<file path="src/design/pcu_consts.svh">
`ifndef PCU_CONSTS_SVH
`define PCU_CONSTS_SVH
// ---------------------------------------------------------------
// widths and counts
// ---------------------------------------------------------------
`define PCU_NPRED 64
`define PCU_PIDX_W 6
`define PCU_GIDX_W 7
`define PCU_DATA_W 64
`define PCU_LANES 2
`define PCU_PR_RESET 64'h0000000000000001
// ---------------------------------------------------------------
// integer relation codes
// ---------------------------------------------------------------
`define REL_EQ 4'h0
`define REL_NE 4'h1
`define REL_LT 4'h2
`define REL_LE 4'h3
`define REL_GT 4'h4
`define REL_GE 4'h5
`define REL_LTU 4'h6
`define REL_LEU 4'h7
`define REL_GTU 4'h8
`define REL_GEU 4'h9
// ---------------------------------------------------------------
// floating-point relation codes
// ---------------------------------------------------------------
`define FREL_EQ 4'h0
`define FREL_LT 4'h1
`define FREL_LE 4'h2
`define FREL_UNORD 4'h3
`define FREL_NEQ 4'h4
`define FREL_NLT 4'h5
`define FREL_NLE 4'h6
`define FREL_ORD 4'h7
// ---------------------------------------------------------------
// classify mask bit positions (in imm)
// ---------------------------------------------------------------
`define FC_POS 0
`define FC_NEG 1
`define FC_ZERO 2
`define FC_UNORM 3
`define FC_NORM 4
`define FC_INF 5
`define FC_SNAN 6
`define FC_QNAN 7
`define FC_DEFERRED_FLOAT_TOKEN 8
// ---------------------------------------------------------------
// double-precision field positions
// ---------------------------------------------------------------
`define FP_SIGN 63
`define FP_EXP_HI 62
`define FP_EXP_LO 52
`define FP_FRAC_HI 51
`define FP_QUIET 51
`endif

</file>
<file path="src/design/pcu_pkg.sv">
package pcu_pkg;
`include "pcu_consts.svh"
   typedef enum logic [3:0]
   {
      K_OTHER = 4'h0, K_ICMP = 4'h1, K_TBIT = 4'h2, K_TNAT = 4'h3,
      K_FCMP = 4'h4, K_FCLASS = 4'h5, K_RCPA = 4'h6, K_RSQA = 4'h7,
      K_MOVL = 4'h8, K_ADDI22 = 4'h9
   } kind_t;
   typedef enum logic [2:0]
   {
      CT_NORM = 3'h0, CT_UNC = 3'h1, CT_AND = 3'h2, CT_ANDCM = 3'h3,
      CT_OR = 3'h4, CT_ORCM = 3'h5, CT_OR_ANDCM = 3'h6,
      CT_AND_ORCM = 3'h7
   } ctype_t;
   typedef struct packed
   {
      logic valid;
      kind_t kind;
      ctype_t ctype;
      logic [3:0] rel;
      logic is_32;
      logic unpred;
      logic [`PCU_PIDX_W-1:0] qp;
      logic [`PCU_PIDX_W-1:0] p1;
      logic [`PCU_PIDX_W-1:0] p2;
      logic [`PCU_GIDX_W-1:0] a_idx;
      logic [`PCU_GIDX_W-1:0] dst;
      logic [`PCU_DATA_W-1:0] a;
      logic [`PCU_DATA_W-1:0] b;
      logic a_nat;
      logic b_nat;
      logic b_zero;
      logic [`PCU_DATA_W-1:0] imm;
   } op_t;
   typedef struct packed
   {
      logic valid;
      logic [`PCU_GIDX_W-1:0] idx;
      logic [`PCU_DATA_W-1:0] data;
      logic deferred_token_bit;
   } gr_wr_t;
endpackage : pcu_pkg

</file>
<file path="src/design/predicate_compare_unit.sv">
// Functional notes
// - long move writes full 64-bit constant
// - general register zero always reads zero
// - false qualifier leaves state untouched, except unconditional and approximation targets
// - predicates one bit, predicate zero true
// - listed control instructions ignore predicate
// - compares except approximations write two targets
// - ten integer relations, 32-bit uses low half
// - bit test and deferral-flag test
// - eight float relations and float classify
// - approximation sets target when valid
// - normal type writes result and complement
// - unconditional type zeroes targets when false
// - and types clear both on match
// - or types set both on match
// - mixed types: first target takes the first-named part, second the other
// - parallel same-type compares share targets
// - deferred token clears targets, or and mixed types leave them
// - token rule skips flag test, classify of the token class
// - type subsets per instruction family
// - approximations only unconditional, no relation
`timescale 1ns/1ps
module predicate_compare_unit
   import pcu_pkg::*;
#(
   parameter int LANES = `PCU_LANES
)
(
   // clock and reset
   input wire logic sys_clk,
   input wire logic rst_b,
   // issued operations, one per lane
   input op_t op [LANES],
   // results
   output logic [`PCU_NPRED-1:0] pred_file,
   output gr_wr_t gr_wr [LANES],
   output logic [LANES-1:0] exec_en,
   output logic [LANES-1:0] illegal
);
   // ---------------------------------------------------------------
   // helper functions
   // ---------------------------------------------------------------
   function automatic logic fp_nan(input logic [63:0] x);
      fp_nan = (&x[`FP_EXP_HI:`FP_EXP_LO]) && (|x[`FP_FRAC_HI:0]);
   endfunction : fp_nan

   function automatic logic fp_zero(input logic [63:0] x);
      fp_zero = ~|x[`FP_EXP_HI:0];
   endfunction : fp_zero

   function automatic logic fp_norm(input logic [63:0] x);
      fp_norm = (|x[`FP_EXP_HI:`FP_EXP_LO])
         && !(&x[`FP_EXP_HI:`FP_EXP_LO]);
   endfunction : fp_norm

   // ordered less-than; signed zeros compare equal
   function automatic logic fp_lt(input logic [63:0] x,
                                  input logic [63:0] y);
      if (fp_nan(x) || fp_nan(y) || (fp_zero(x) && fp_zero(y)))
         fp_lt = 1'b0;
      else if (x[`FP_SIGN] != y[`FP_SIGN])
         fp_lt = x[`FP_SIGN];
      else if (x[`FP_SIGN])
         fp_lt = x[62:0] > y[62:0];
      else
         fp_lt = x[62:0] < y[62:0];
   endfunction : fp_lt

   function automatic logic fp_eq(input logic [63:0] x,
                                  input logic [63:0] y);
      fp_eq = !fp_nan(x) && !fp_nan(y)
         && (x == y || (fp_zero(x) && fp_zero(y)));
   endfunction : fp_eq

   function automatic logic type_ok(input op_t o);
      logic par;
      par = o.ctype != CT_NORM && o.ctype != CT_UNC;
      case (o.kind)
         K_ICMP: type_ok = (o.rel <= `REL_GEU) && (!par
            || o.rel == `REL_EQ || o.rel == `REL_NE
            || (o.b_zero && o.rel >= `REL_LT && o.rel <= `REL_GE));
         K_TBIT, K_TNAT: type_ok = 1'b1;
         K_FCMP: type_ok = !par && o.rel <= `FREL_ORD;
         K_FCLASS: type_ok = !par;
         K_RCPA, K_RSQA: type_ok = o.ctype == CT_UNC;
         default: type_ok = 1'b1;
      endcase
   endfunction : type_ok

   // ---------------------------------------------------------------
   // per-lane evaluation
   // ---------------------------------------------------------------
   logic [`PCU_NPRED-1:0] pred;
   logic [LANES-1:0] qpv, w1_en, w1_val, w2_en, w2_val, ok;
   logic [`PCU_DATA_W-1:0] av [LANES];

   for (genvar l = 0; l < LANES; l++)
   begin : g_lane
      logic res, deferred_token_bit, cls_hit;
      logic [63:0] x, y;
      logic [`FP_EXP_HI-`FP_EXP_LO:0] ex;
      // operand fetch and relation evaluation
      always_comb
      begin
         av[l] = (op[l].a_idx == '0) ? '0 : op[l].a;
         qpv[l] = (op[l].qp == '0) ? 1'b1 : pred[op[l].qp];
         ok[l] = type_ok(op[l]);
         ex = op[l].a[`FP_EXP_HI:`FP_EXP_LO];
         x = op[l].is_32 ? {{32{av[l][31]}}, av[l][31:0]} : av[l];
         y = op[l].is_32 ? {{32{op[l].b[31]}}, op[l].b[31:0]} : op[l].b;
         if (op[l].is_32 && op[l].rel >= `REL_LTU)
         begin
            x = {32'h00000000, av[l][31:0]};
            y = {32'h00000000, op[l].b[31:0]};
         end
         deferred_token_bit = op[l].a_nat || op[l].b_nat;
         cls_hit = ((op[l].imm[`FC_POS] && !op[l].a[`FP_SIGN])
            || (op[l].imm[`FC_NEG] && op[l].a[`FP_SIGN]))
            && ((op[l].imm[`FC_ZERO] && fp_zero(op[l].a))
            || (op[l].imm[`FC_UNORM] && ex == '0 && !fp_zero(op[l].a))
            || (op[l].imm[`FC_NORM] && fp_norm(op[l].a))
            || (op[l].imm[`FC_INF] && (&ex) && !fp_nan(op[l].a))
            || (op[l].imm[`FC_SNAN] && fp_nan(op[l].a)
               && !op[l].a[`FP_QUIET])
            || (op[l].imm[`FC_QNAN] && fp_nan(op[l].a)
               && op[l].a[`FP_QUIET]));
         res = 1'b0;
         case (op[l].kind)
            K_ICMP:
               case (op[l].rel)
                  `REL_EQ: res = x == y;
                  `REL_NE: res = x != y;
                  `REL_LT: res = $signed(x) < $signed(y);
                  `REL_LE: res = $signed(x) <= $signed(y);
                  `REL_GT: res = $signed(x) > $signed(y);
                  `REL_GE: res = $signed(x) >= $signed(y);
                  `REL_LTU: res = x < y;
                  `REL_LEU: res = x <= y;
                  `REL_GTU: res = x > y;
                  `REL_GEU: res = x >= y;
                  default: res = 1'b0;
               endcase
            K_TBIT: res = av[l][op[l].imm[5:0]];
            K_TNAT: res = op[l].a_idx != '0 && op[l].a_nat;
            K_FCMP:
               case (op[l].rel)
                  `FREL_EQ: res = fp_eq(op[l].a, op[l].b);
                  `FREL_LT: res = fp_lt(op[l].a, op[l].b);
                  `FREL_LE: res = fp_lt(op[l].a, op[l].b)
                     || fp_eq(op[l].a, op[l].b);
                  `FREL_UNORD: res = fp_nan(op[l].a) || fp_nan(op[l].b);
                  `FREL_NEQ: res = !fp_eq(op[l].a, op[l].b);
                  `FREL_NLT: res = !fp_lt(op[l].a, op[l].b);
                  `FREL_NLE: res = !(fp_lt(op[l].a, op[l].b)
                     || fp_eq(op[l].a, op[l].b));
                  `FREL_ORD: res = !fp_nan(op[l].a) && !fp_nan(op[l].b);
                  default: res = 1'b0;
               endcase
            K_FCLASS: res = cls_hit || (op[l].imm[`FC_DEFERRED_FLOAT_TOKEN] && deferred_token_bit);
            K_RCPA: res = !deferred_token_bit && fp_norm(op[l].a) && fp_norm(op[l].b);
            K_RSQA: res = !deferred_token_bit && fp_norm(op[l].a) && !op[l].a[`FP_SIGN];
            default: res = 1'b0;
         endcase
         // token rule skips flag test and tested class
         if (op[l].kind == K_TNAT || op[l].kind == K_RCPA
             || op[l].kind == K_RSQA
             || (op[l].kind == K_FCLASS && op[l].imm[`FC_DEFERRED_FLOAT_TOKEN]))
            deferred_token_bit = 1'b0;
      end

      // target write decode
      always_comb
      begin
         w1_en[l] = 1'b0;
         w2_en[l] = 1'b0;
         w1_val[l] = 1'b0;
         w2_val[l] = 1'b0;
         if (op[l].kind == K_RCPA || op[l].kind == K_RSQA)
         begin
            w1_en[l] = 1'b1;
            w1_val[l] = qpv[l] && res;
         end
         else if (deferred_token_bit)
         begin
            case (op[l].ctype)
               CT_UNC: w1_en[l] = 1'b1;
               CT_NORM, CT_AND, CT_ANDCM: w1_en[l] = qpv[l];
               default: w1_en[l] = 1'b0;
            endcase
            w2_en[l] = w1_en[l];
         end
         else
         begin
            case (op[l].ctype)
               CT_NORM:
               begin
                  w1_en[l] = qpv[l];
                  w1_val[l] = res;
                  w2_val[l] = !res;
               end
               CT_UNC:
               begin
                  w1_en[l] = 1'b1;
                  w1_val[l] = qpv[l] && res;
                  w2_val[l] = qpv[l] && !res;
               end
               CT_AND: w1_en[l] = qpv[l] && !res;
               CT_ANDCM: w1_en[l] = qpv[l] && res;
               CT_OR:
               begin
                  w1_en[l] = qpv[l] && res;
                  w1_val[l] = 1'b1;
                  w2_val[l] = 1'b1;
               end
               CT_ORCM:
               begin
                  w1_en[l] = qpv[l] && !res;
                  w1_val[l] = 1'b1;
                  w2_val[l] = 1'b1;
               end
               // or part first, and part second
               CT_OR_ANDCM:
               begin
                  w1_en[l] = qpv[l] && res;
                  w1_val[l] = 1'b1;
               end
               default:
               begin
                  w1_en[l] = qpv[l] && !res;
                  w2_val[l] = 1'b1;
               end
            endcase
            w2_en[l] = w1_en[l];
         end
         if (!op[l].valid || !ok[l] || op[l].kind == K_OTHER
             || op[l].kind == K_MOVL || op[l].kind == K_ADDI22)
         begin
            w1_en[l] = 1'b0;
            w2_en[l] = 1'b0;
         end
      end
   end

   // ---------------------------------------------------------------
   // predicate file
   // ---------------------------------------------------------------
   // lanes merge in order; legal parallel writes agree in value
   always_ff @(posedge sys_clk)
   begin
      if (!rst_b)
         pred <= `PCU_PR_RESET;
      else
      begin
         for (int l = 0; l < LANES; l++)
         begin
            // several lanes may hit one target
            if (w1_en[l] && op[l].p1 != '0)
               pred[op[l].p1] <= w1_val[l];
            if (w2_en[l] && op[l].p2 != '0)
               pred[op[l].p2] <= w2_val[l];
         end
      end
   end

   // published copy keeps the output a flop
   always_ff @(posedge sys_clk)
   begin
      if (!rst_b)
         pred_file <= `PCU_PR_RESET;
      else
         pred_file <= {pred[`PCU_NPRED-1:1], 1'b1};
   end

   // ---------------------------------------------------------------
   // general register writes, gating and illegal flags
   // ---------------------------------------------------------------
   always_ff @(posedge sys_clk)
   begin
      if (!rst_b)
      begin
         exec_en <= '0;
         illegal <= '0;
         for (int l = 0; l < LANES; l++)
            gr_wr[l] <= '0;
      end
      else
      begin
         for (int l = 0; l < LANES; l++)
         begin
            // side effects only with a true qualifier; exec_en also when unpred
            exec_en[l] <= op[l].valid && op[l].kind == K_OTHER
               && (op[l].unpred || qpv[l]);
            illegal[l] <= op[l].valid && !ok[l];
            gr_wr[l].valid <= op[l].valid && qpv[l]
               && (op[l].kind == K_MOVL || op[l].kind == K_ADDI22);
            gr_wr[l].idx <= op[l].dst;
            gr_wr[l].deferred_token_bit <= op[l].kind == K_ADDI22
               && op[l].a_idx != '0 && op[l].a_nat;
            // long move takes the whole immediate
            // zero register plus immediate loads a constant
            gr_wr[l].data <= (op[l].kind == K_MOVL) ? op[l].imm
               : av[l] + {{42{op[l].imm[21]}}, op[l].imm[21:0]};
         end
      end
   end

   // ---------------------------------------------------------------
   // checks (lane 0 acting alone)
   // ---------------------------------------------------------------
   op_t q;
   logic q_v, q_qp;
   logic [`PCU_NPRED-1:0] q_pred;
   always_ff @(posedge sys_clk)
   begin
      if (!rst_b)
         q_v <= 1'b0;
      else
         q_v <= op[0].valid && ok[0]
            && (LANES == 1 || !(|w1_en[LANES-1:1]));
      q <= op[0];
      q_qp <= qpv[0];
      q_pred <= pred;
   end

   chk_pr0_true: assert property (@(posedge sys_clk) disable iff (!rst_b)
      pred_file[0] && pred[0])
      else $error("predicate zero not true");
   chk_unc_false: assert property (@(posedge sys_clk) disable iff (!rst_b)
      q_v && q.kind == K_ICMP && q.ctype == CT_UNC && !q_qp
      && q.p1 != '0 |-> !pred[q.p1])
      else $error("unconditional false did not clear");
   chk_normal_eq: assert property (@(posedge sys_clk) disable iff (!rst_b)
      q_v && q.kind == K_ICMP && q.ctype == CT_NORM && q_qp
      && q.rel == `REL_EQ && !q.a_nat && !q.b_nat && q.a_idx != '0
      && q.p1 != '0 && q.p1 != q.p2 |->
      pred[q.p1] == (q.is_32 ? q.a[31:0] == q.b[31:0] : q.a == q.b))
      else $error("equality compare wrong");
   chk_qp_hold: assert property (@(posedge sys_clk) disable iff (!rst_b)
      q_v && q.ctype == CT_NORM && !q_qp && q.kind != K_RCPA
      |-> pred[q.p1] == q_pred[q.p1] && pred[q.p2] == q_pred[q.p2])
      else $error("false qualifier changed a target");
   chk_or_set: assert property (@(posedge sys_clk) disable iff (!rst_b)
      q_v && q.kind == K_TBIT && q.ctype == CT_OR && q_qp
      && !q.a_nat && q.a_idx != '0 && q.a[q.imm[5:0]] && q.p2 != '0
      |-> pred[q.p2])
      else $error("or type did not set");
   chk_and_clear: assert property (@(posedge sys_clk) disable iff (!rst_b)
      q_v && q.kind == K_TBIT && q.ctype == CT_AND && q_qp
      && !q.a_nat && q.a_idx != '0 && !q.a[q.imm[5:0]] && q.p1 != '0
      |-> !pred[q.p1])
      else $error("and type did not clear");
   chk_nat_or: assert property (@(posedge sys_clk) disable iff (!rst_b)
      q_v && q.kind == K_ICMP && q.ctype == CT_OR && (q.a_nat || q.b_nat)
      |-> pred == q_pred)
      else $error("or type wrote on deferred token");
   chk_movl_data: assert property (@(posedge sys_clk) disable iff (!rst_b)
      op[0].valid && op[0].kind == K_MOVL && qpv[0]
      |=> gr_wr[0].valid && gr_wr[0].data == $past(op[0].imm))
      else $error("long move data wrong");
   chk_zero_reg: assert property (@(posedge sys_clk) disable iff (!rst_b)
      q_v && q.kind == K_ADDI22 && q_qp && q.a_idx == '0
      |-> gr_wr[0].data[21:0] == q.imm[21:0] && !gr_wr[0].deferred_token_bit)
      else $error("zero register not zero");
   chk_unpred_run: assert property (@(posedge sys_clk) disable iff (!rst_b)
      op[0].valid && op[0].kind == K_OTHER && op[0].unpred
      |=> exec_en[0])
      else $error("unpredicated instruction gated");
endmodule : predicate_compare_unit

</file>
<file path="config.mk">
export PLATFORM = sky130hd
export DESIGN_NAME = predicate_compare_unit
export DESIGN_NICKNAME = d
export VERILOG_FILES = /design/src/design/pcu_pkg.sv /design/src/design/predicate_compare_unit.sv
export VERILOG_INCLUDE_DIRS = /design/src /design/src/design
export SDC_FILE = /design/constraint.sdc
export NUM_CORES = 2
export LEC_CHECK = 0
export BUFFER_PORTS_ARGS = -buffer_cell sky130_fd_sc_hd__buf_2
export CORE_AREA = 8 8 265 267
export CTS_CLUSTER_SIZE = 28
export DETAILED_ROUTE_END_ITERATION = 8
export DIE_AREA = 0 0 273 275
export HOLD_SLACK_MARGIN = 0.08
export PLACE_DENSITY = 0.71
export SYNTH_ARGS = -nofsm -noshare
export SYNTH_HDL_FRONTEND = slang
export SYNTH_SLANG_ARGS = --single-unit
</file>
<file path="constraint.sdc">
create_clock -name sys_clk -period 6.85 [get_ports sys_clk]
set_input_delay 0 -clock sys_clk [delete_from_list [all_inputs] [get_ports sys_clk]]
set_output_delay 0 -clock sys_clk [all_outputs]
set_load 0.01 [all_outputs]
</file>
==> flow_summary_export.csv <==
group,metric,value,unit
die,ioPinCount,698,
die,fp.dieArea,0.0751,mm2
global_route,grt_pass1_vias,35900,
min_path,holdCritPathClass,"input port to register",
power_and_ir_drop,cellLeakagePower,0.0173,uW
routing,post-route-drc-count,0,
routing,viasPerCell,6.40,
outcome,status,"complete, no violations",
logic_synthesis,syn-cell-area,0.0312,mm2
global_route,antenna_found_initial,31,
power_and_ir_drop,power_density,158,mW/mm2
cts,clock_latency,0.59,ns
cts,clock-sinks,276,
setup_path,path_class,"input port to register",
setup_path,r2r_cells,12,
place,port_buffers,696,
cts,cts_tree,"yes",
cts,htreeDepth,2,
sta,slew_headroom,19.2,%
routing,dr.pass1.iters,8,
flow_run,maxCapViolCount,0,
logic_synthesis,synth_top_cell_by_area,"dfxtp_1",
logic_synthesis,synth_warnings,0,
cts,cts_root_buffer,"clkbuf_16",
cts,cts_buffer_depth,3,
logic_synthesis,yosysSeqAreaShare,17.7,%
logic_synthesis,synth_compound_area_share,25.3,%
logic_synthesis,synth-simple-area-share,26.5,%
setup_path,arrival,6.36,ns
cts,cts_buffers,37,
setup_path,cp_data_required_time,7.32,ns
place,hpwl,115,mm
logic_synthesis,synth_edf_count,0,
routing,vias,37300,
logic_synthesis,synthMuxAreaShare,6.50,%
cells_and_area,area_growth,24.2,%
logic_synthesis,post-synth-top-area-fraction,17.7,%
die,die_y,275,um
setup_path,worstPathMaxFanout,17,
routing,drt_iter0_drc,4197,
logic_synthesis,postSynthAreaPerCell,7.56,um2
cells_and_area,nets,5769,
sta,fmax,0.170,GHz
sta,rsz0062_at_grt,"false",
logic_synthesis,synthesis.nets,4990,
logic_synthesis,synthArstFlopShare,0,%
die,rows,95,
place,routabilityCongestion,1.06,
logic_synthesis,synthXorXnorAreaFrac,3.23,%
global_route,grt_usage,37.3,%
die,die_w,273,um
sta,skew,0.0255,ns
setup_path,critPathCaptureType,"register",
min_path,min_path_cells,6,
cells_and_area,nFillCells,6181,
sta,fin_tns_setup,0,ns
logic_synthesis,yosys.area_share.adder,15.4,%
sta,setup_viol,0,
sta,hold_viol,0,
global_route,grt_max_degree,88,
cts,path_clk_slew,0.06,ns
logic_synthesis,ys_types,101,
global_route,grt_overflow,0,
logic_synthesis,synth_seq_cells,276,
sta,drv_slew,0,
sta,worstMarginPinSlew,1.21,ns
routing,wl,148,mm
sta,layout_min_cycle_time,5.88,ns
routing,wl_per_cell,25.4,um
cells_and_area,drive_gt1_share,19.7,%
die,initial_core_util,47.0,%
logic_synthesis,synth_top_family_by_area,"simple AND/OR/NAND/NOR gates",
logic_synthesis,synth-main-ff-cell,"dfxtp_1",
power_and_ir_drop,vdd_drop_max,0.208,mV
die,core_area,0.0663,mm2
sta,fin_crit_sh,85.9,%
setup_path,critPathLaunchType,"input port",
logic_synthesis,syn_inst,4124,
global_route,grt_pass1_wl,218,mm
power_and_ir_drop,finalPower,6120,uW
routing,detail-route-antenna-nets,0,
logic_synthesis,synth.area.top_cells,"dfxtp_1 (18%), ha_1 (15%), a21oi_1 (7.1%)",
-- layout make-up --
| type | count | area [um2] | area share, % |
|---|---|---|---|
| Clock buffer | 46 | 980 | 2.53 |
| Multi-Input combinational cell | 3427 | 24000 | 62.1 |
| Timing Repair Buffer | 965 | 6030 | 15.6 |
| Sequential cell | 276 | 5530 | 14.3 |
| Inverter | 196 | 738 | 1.91 |
| Antenna cell | 24 | 60.1 | 0.155 |
| Clock inverter | 21 | 243 | 0.627 |
| Tap cell | 873 | 1090 | 2.82 |
-- final timing paths --
path | to | from | slack [ns]
min reg2reg | pred_file[6]$_SDFF_PN0_ | pred[6]$_SDFF_PN0_ | 0.51
min | gr_wr[4]$_SDFF_PN0_ | op[134] | 0.12
max | pred[4]$_SDFF_PN0_ | op[204] | 0.97
max reg2reg | pred[47]$_SDFF_PN0_ | pred[44]$_SDFF_PN0_ | 1.78
-- synth_stat cells, types with 11 or more instances --
cell type and count:
nor3_1 95, a211oi_1 67, and2_1 226, o21bai_1 24
buf_2 17, a221oi_1 19, nand2_1 389, o21ai_0 153
and3b_1 11, nor2_1 337, a221o_1 14, nor4_1 90
o32ai_1 16, or2_2 13, xnor2_1 87, a21o_1 96
o31ai_1 19, clkbuf_1 181, nor3b_1 13, and3_1 35
ha_1 380, o221ai_1 24, a21oi_1 442, mux4_2 72
nand4_1 94, a22oi_1 11, inv_1 195, nand3_1 135
o21a_1 32, o211ai_1 29, or3_1 32, o22ai_1 31
a211o_1 16, a31oi_1 40, nand2b_1 45, nor2b_1 39
nand3b_1 21, dfxtp_1 276, buf_1 19, a2111oi_0 24
xor2_1 28, mux2i_1 27
-- repair_timing --
item	4_1_cts	5_1_grt
endpoints found under the hold margin	158	0
setup endpoints to repair	0	0
hold buffers	209	0
gates resized for setup	0	0
buffers inserted	0	0
-- layout by cell type (no fill, tap or decap), types with 19 or more instances in the layout --
| master | count |
|---|---|
| xnor2_1 | 87 |
| o21ai_0 | 152 |
| a2111oi_0 | 24 |
| a221oi_1 | 19 |
| diode_2 | 24 |
| a31oi_1 | 40 |
| nor2b_1 | 39 |
| and2_1 | 226 |
| nand2b_1 | 45 |
| mux4_2 | 72 |
| o31ai_1 | 19 |
| mux2i_1 | 27 |
| dlygate4sd3_1 | 209 |
| nand3_1 | 135 |
| buf_4 | 61 |
| o22ai_1 | 31 |
| xor2_1 | 28 |
| nor4_1 | 90 |
| ha_1 | 380 |
| and3_1 | 35 |
| a21o_1 | 96 |
| clkbuf_16 | 37 |
| nor3_1 | 93 |
| dfxtp_1 | 276 |
| a211oi_1 | 67 |
| o221ai_1 | 24 |
| inv_1 | 194 |
| nand2_1 | 389 |
| or3_1 | 31 |
| nand3b_1 | 21 |
| buf_2 | 695 |
| nand4_1 | 94 |
| o21bai_1 | 24 |
| a21oi_1 | 440 |
| o21a_1 | 32 |
| o211ai_1 | 29 |
| nor2_1 | 336 |
-- cell families after synthesis --
| group | Yosys count |
|---|---|
| AOI/OAI and AO/OA | 1198 |
| muxes | 107 |
| xor gates and xnor gates | 115 |
| other | 1 |
| adders and majority gates | 383 |
| and+or+nand+nor | 1623 |
| DFF | 276 |
| buffers and inverters | 421 |
-- per-layer routing --
metal	vias to the layer above	global-route usage [%]	part of all wire [%]
met4	18	18.7	5.9
met3	584	10.5	12
li1	17000	-	-
met2	2353	59.3	44
met1	17300	45.8	38
met5	-	0.788	0.080
-- state kept, by name, summed over array words and instances, names as in the netlist --
name,cells
illegal,2
pred,63
gr_wr,146
exec_en,2
pred_file,63
-- critical path, stage by stage --
cell,delay (ns)
buf_2,0.11
nor4_1,0.36
nand2_1,0.18
and2_1,0.28
a21oi_2,0.42
a21oi_1,0.08
ha_1,0.38
nand4_1,0.21
nor4_2,0.54
nand3_1,0.24
o21ai_0,0.19
or3b_1,0.35
nand2b_1,0.14
nor3_1,0.15
o221ai_1,0.15
a211oi_2,0.26
a21oi_1,0.10
or4b_1,0.54
a311o_1,0.37
buf_4,0.22
nand2b_1,0.36
nor2_1,0.24
a2111oi_0,0.09
o31a_1,0.35
-- stage by stage --
stage | cell area (um2) | hold WS, ns | instances | setup WS (ns) | utilization [%]
after detailed placement | 35300 | 0.209 | 5528 | 0.568 | 53.3
after CTS | 38700 | 0.0869 | 5804 | 1.15 | 58.3
after floorplan | 31200 | 0.118 | 4124 | 1.27 | -
final | 38700 | 0.120 | 5828 | 0.966 | 58.4
after global routing | 38700 | 0.131 | 5816 | 0.558 | 58.3
after global placement | 35300 | 0.209 | 5528 | 0.630 | 53.3
-- report_power, final --
| group | leakage, uW | total (uW) | internal, uW | switching, uW |
|---|---|---|---|---|
| Sequential | 0.00226 | 1760 | 1720 | 36.5 |
| Combinational | 0.0145 | 2340 | 946 | 1400 |
| Clock | 0.000591 | 2020 | 1150 | 878 |
(Power assumes the default switching activity.)
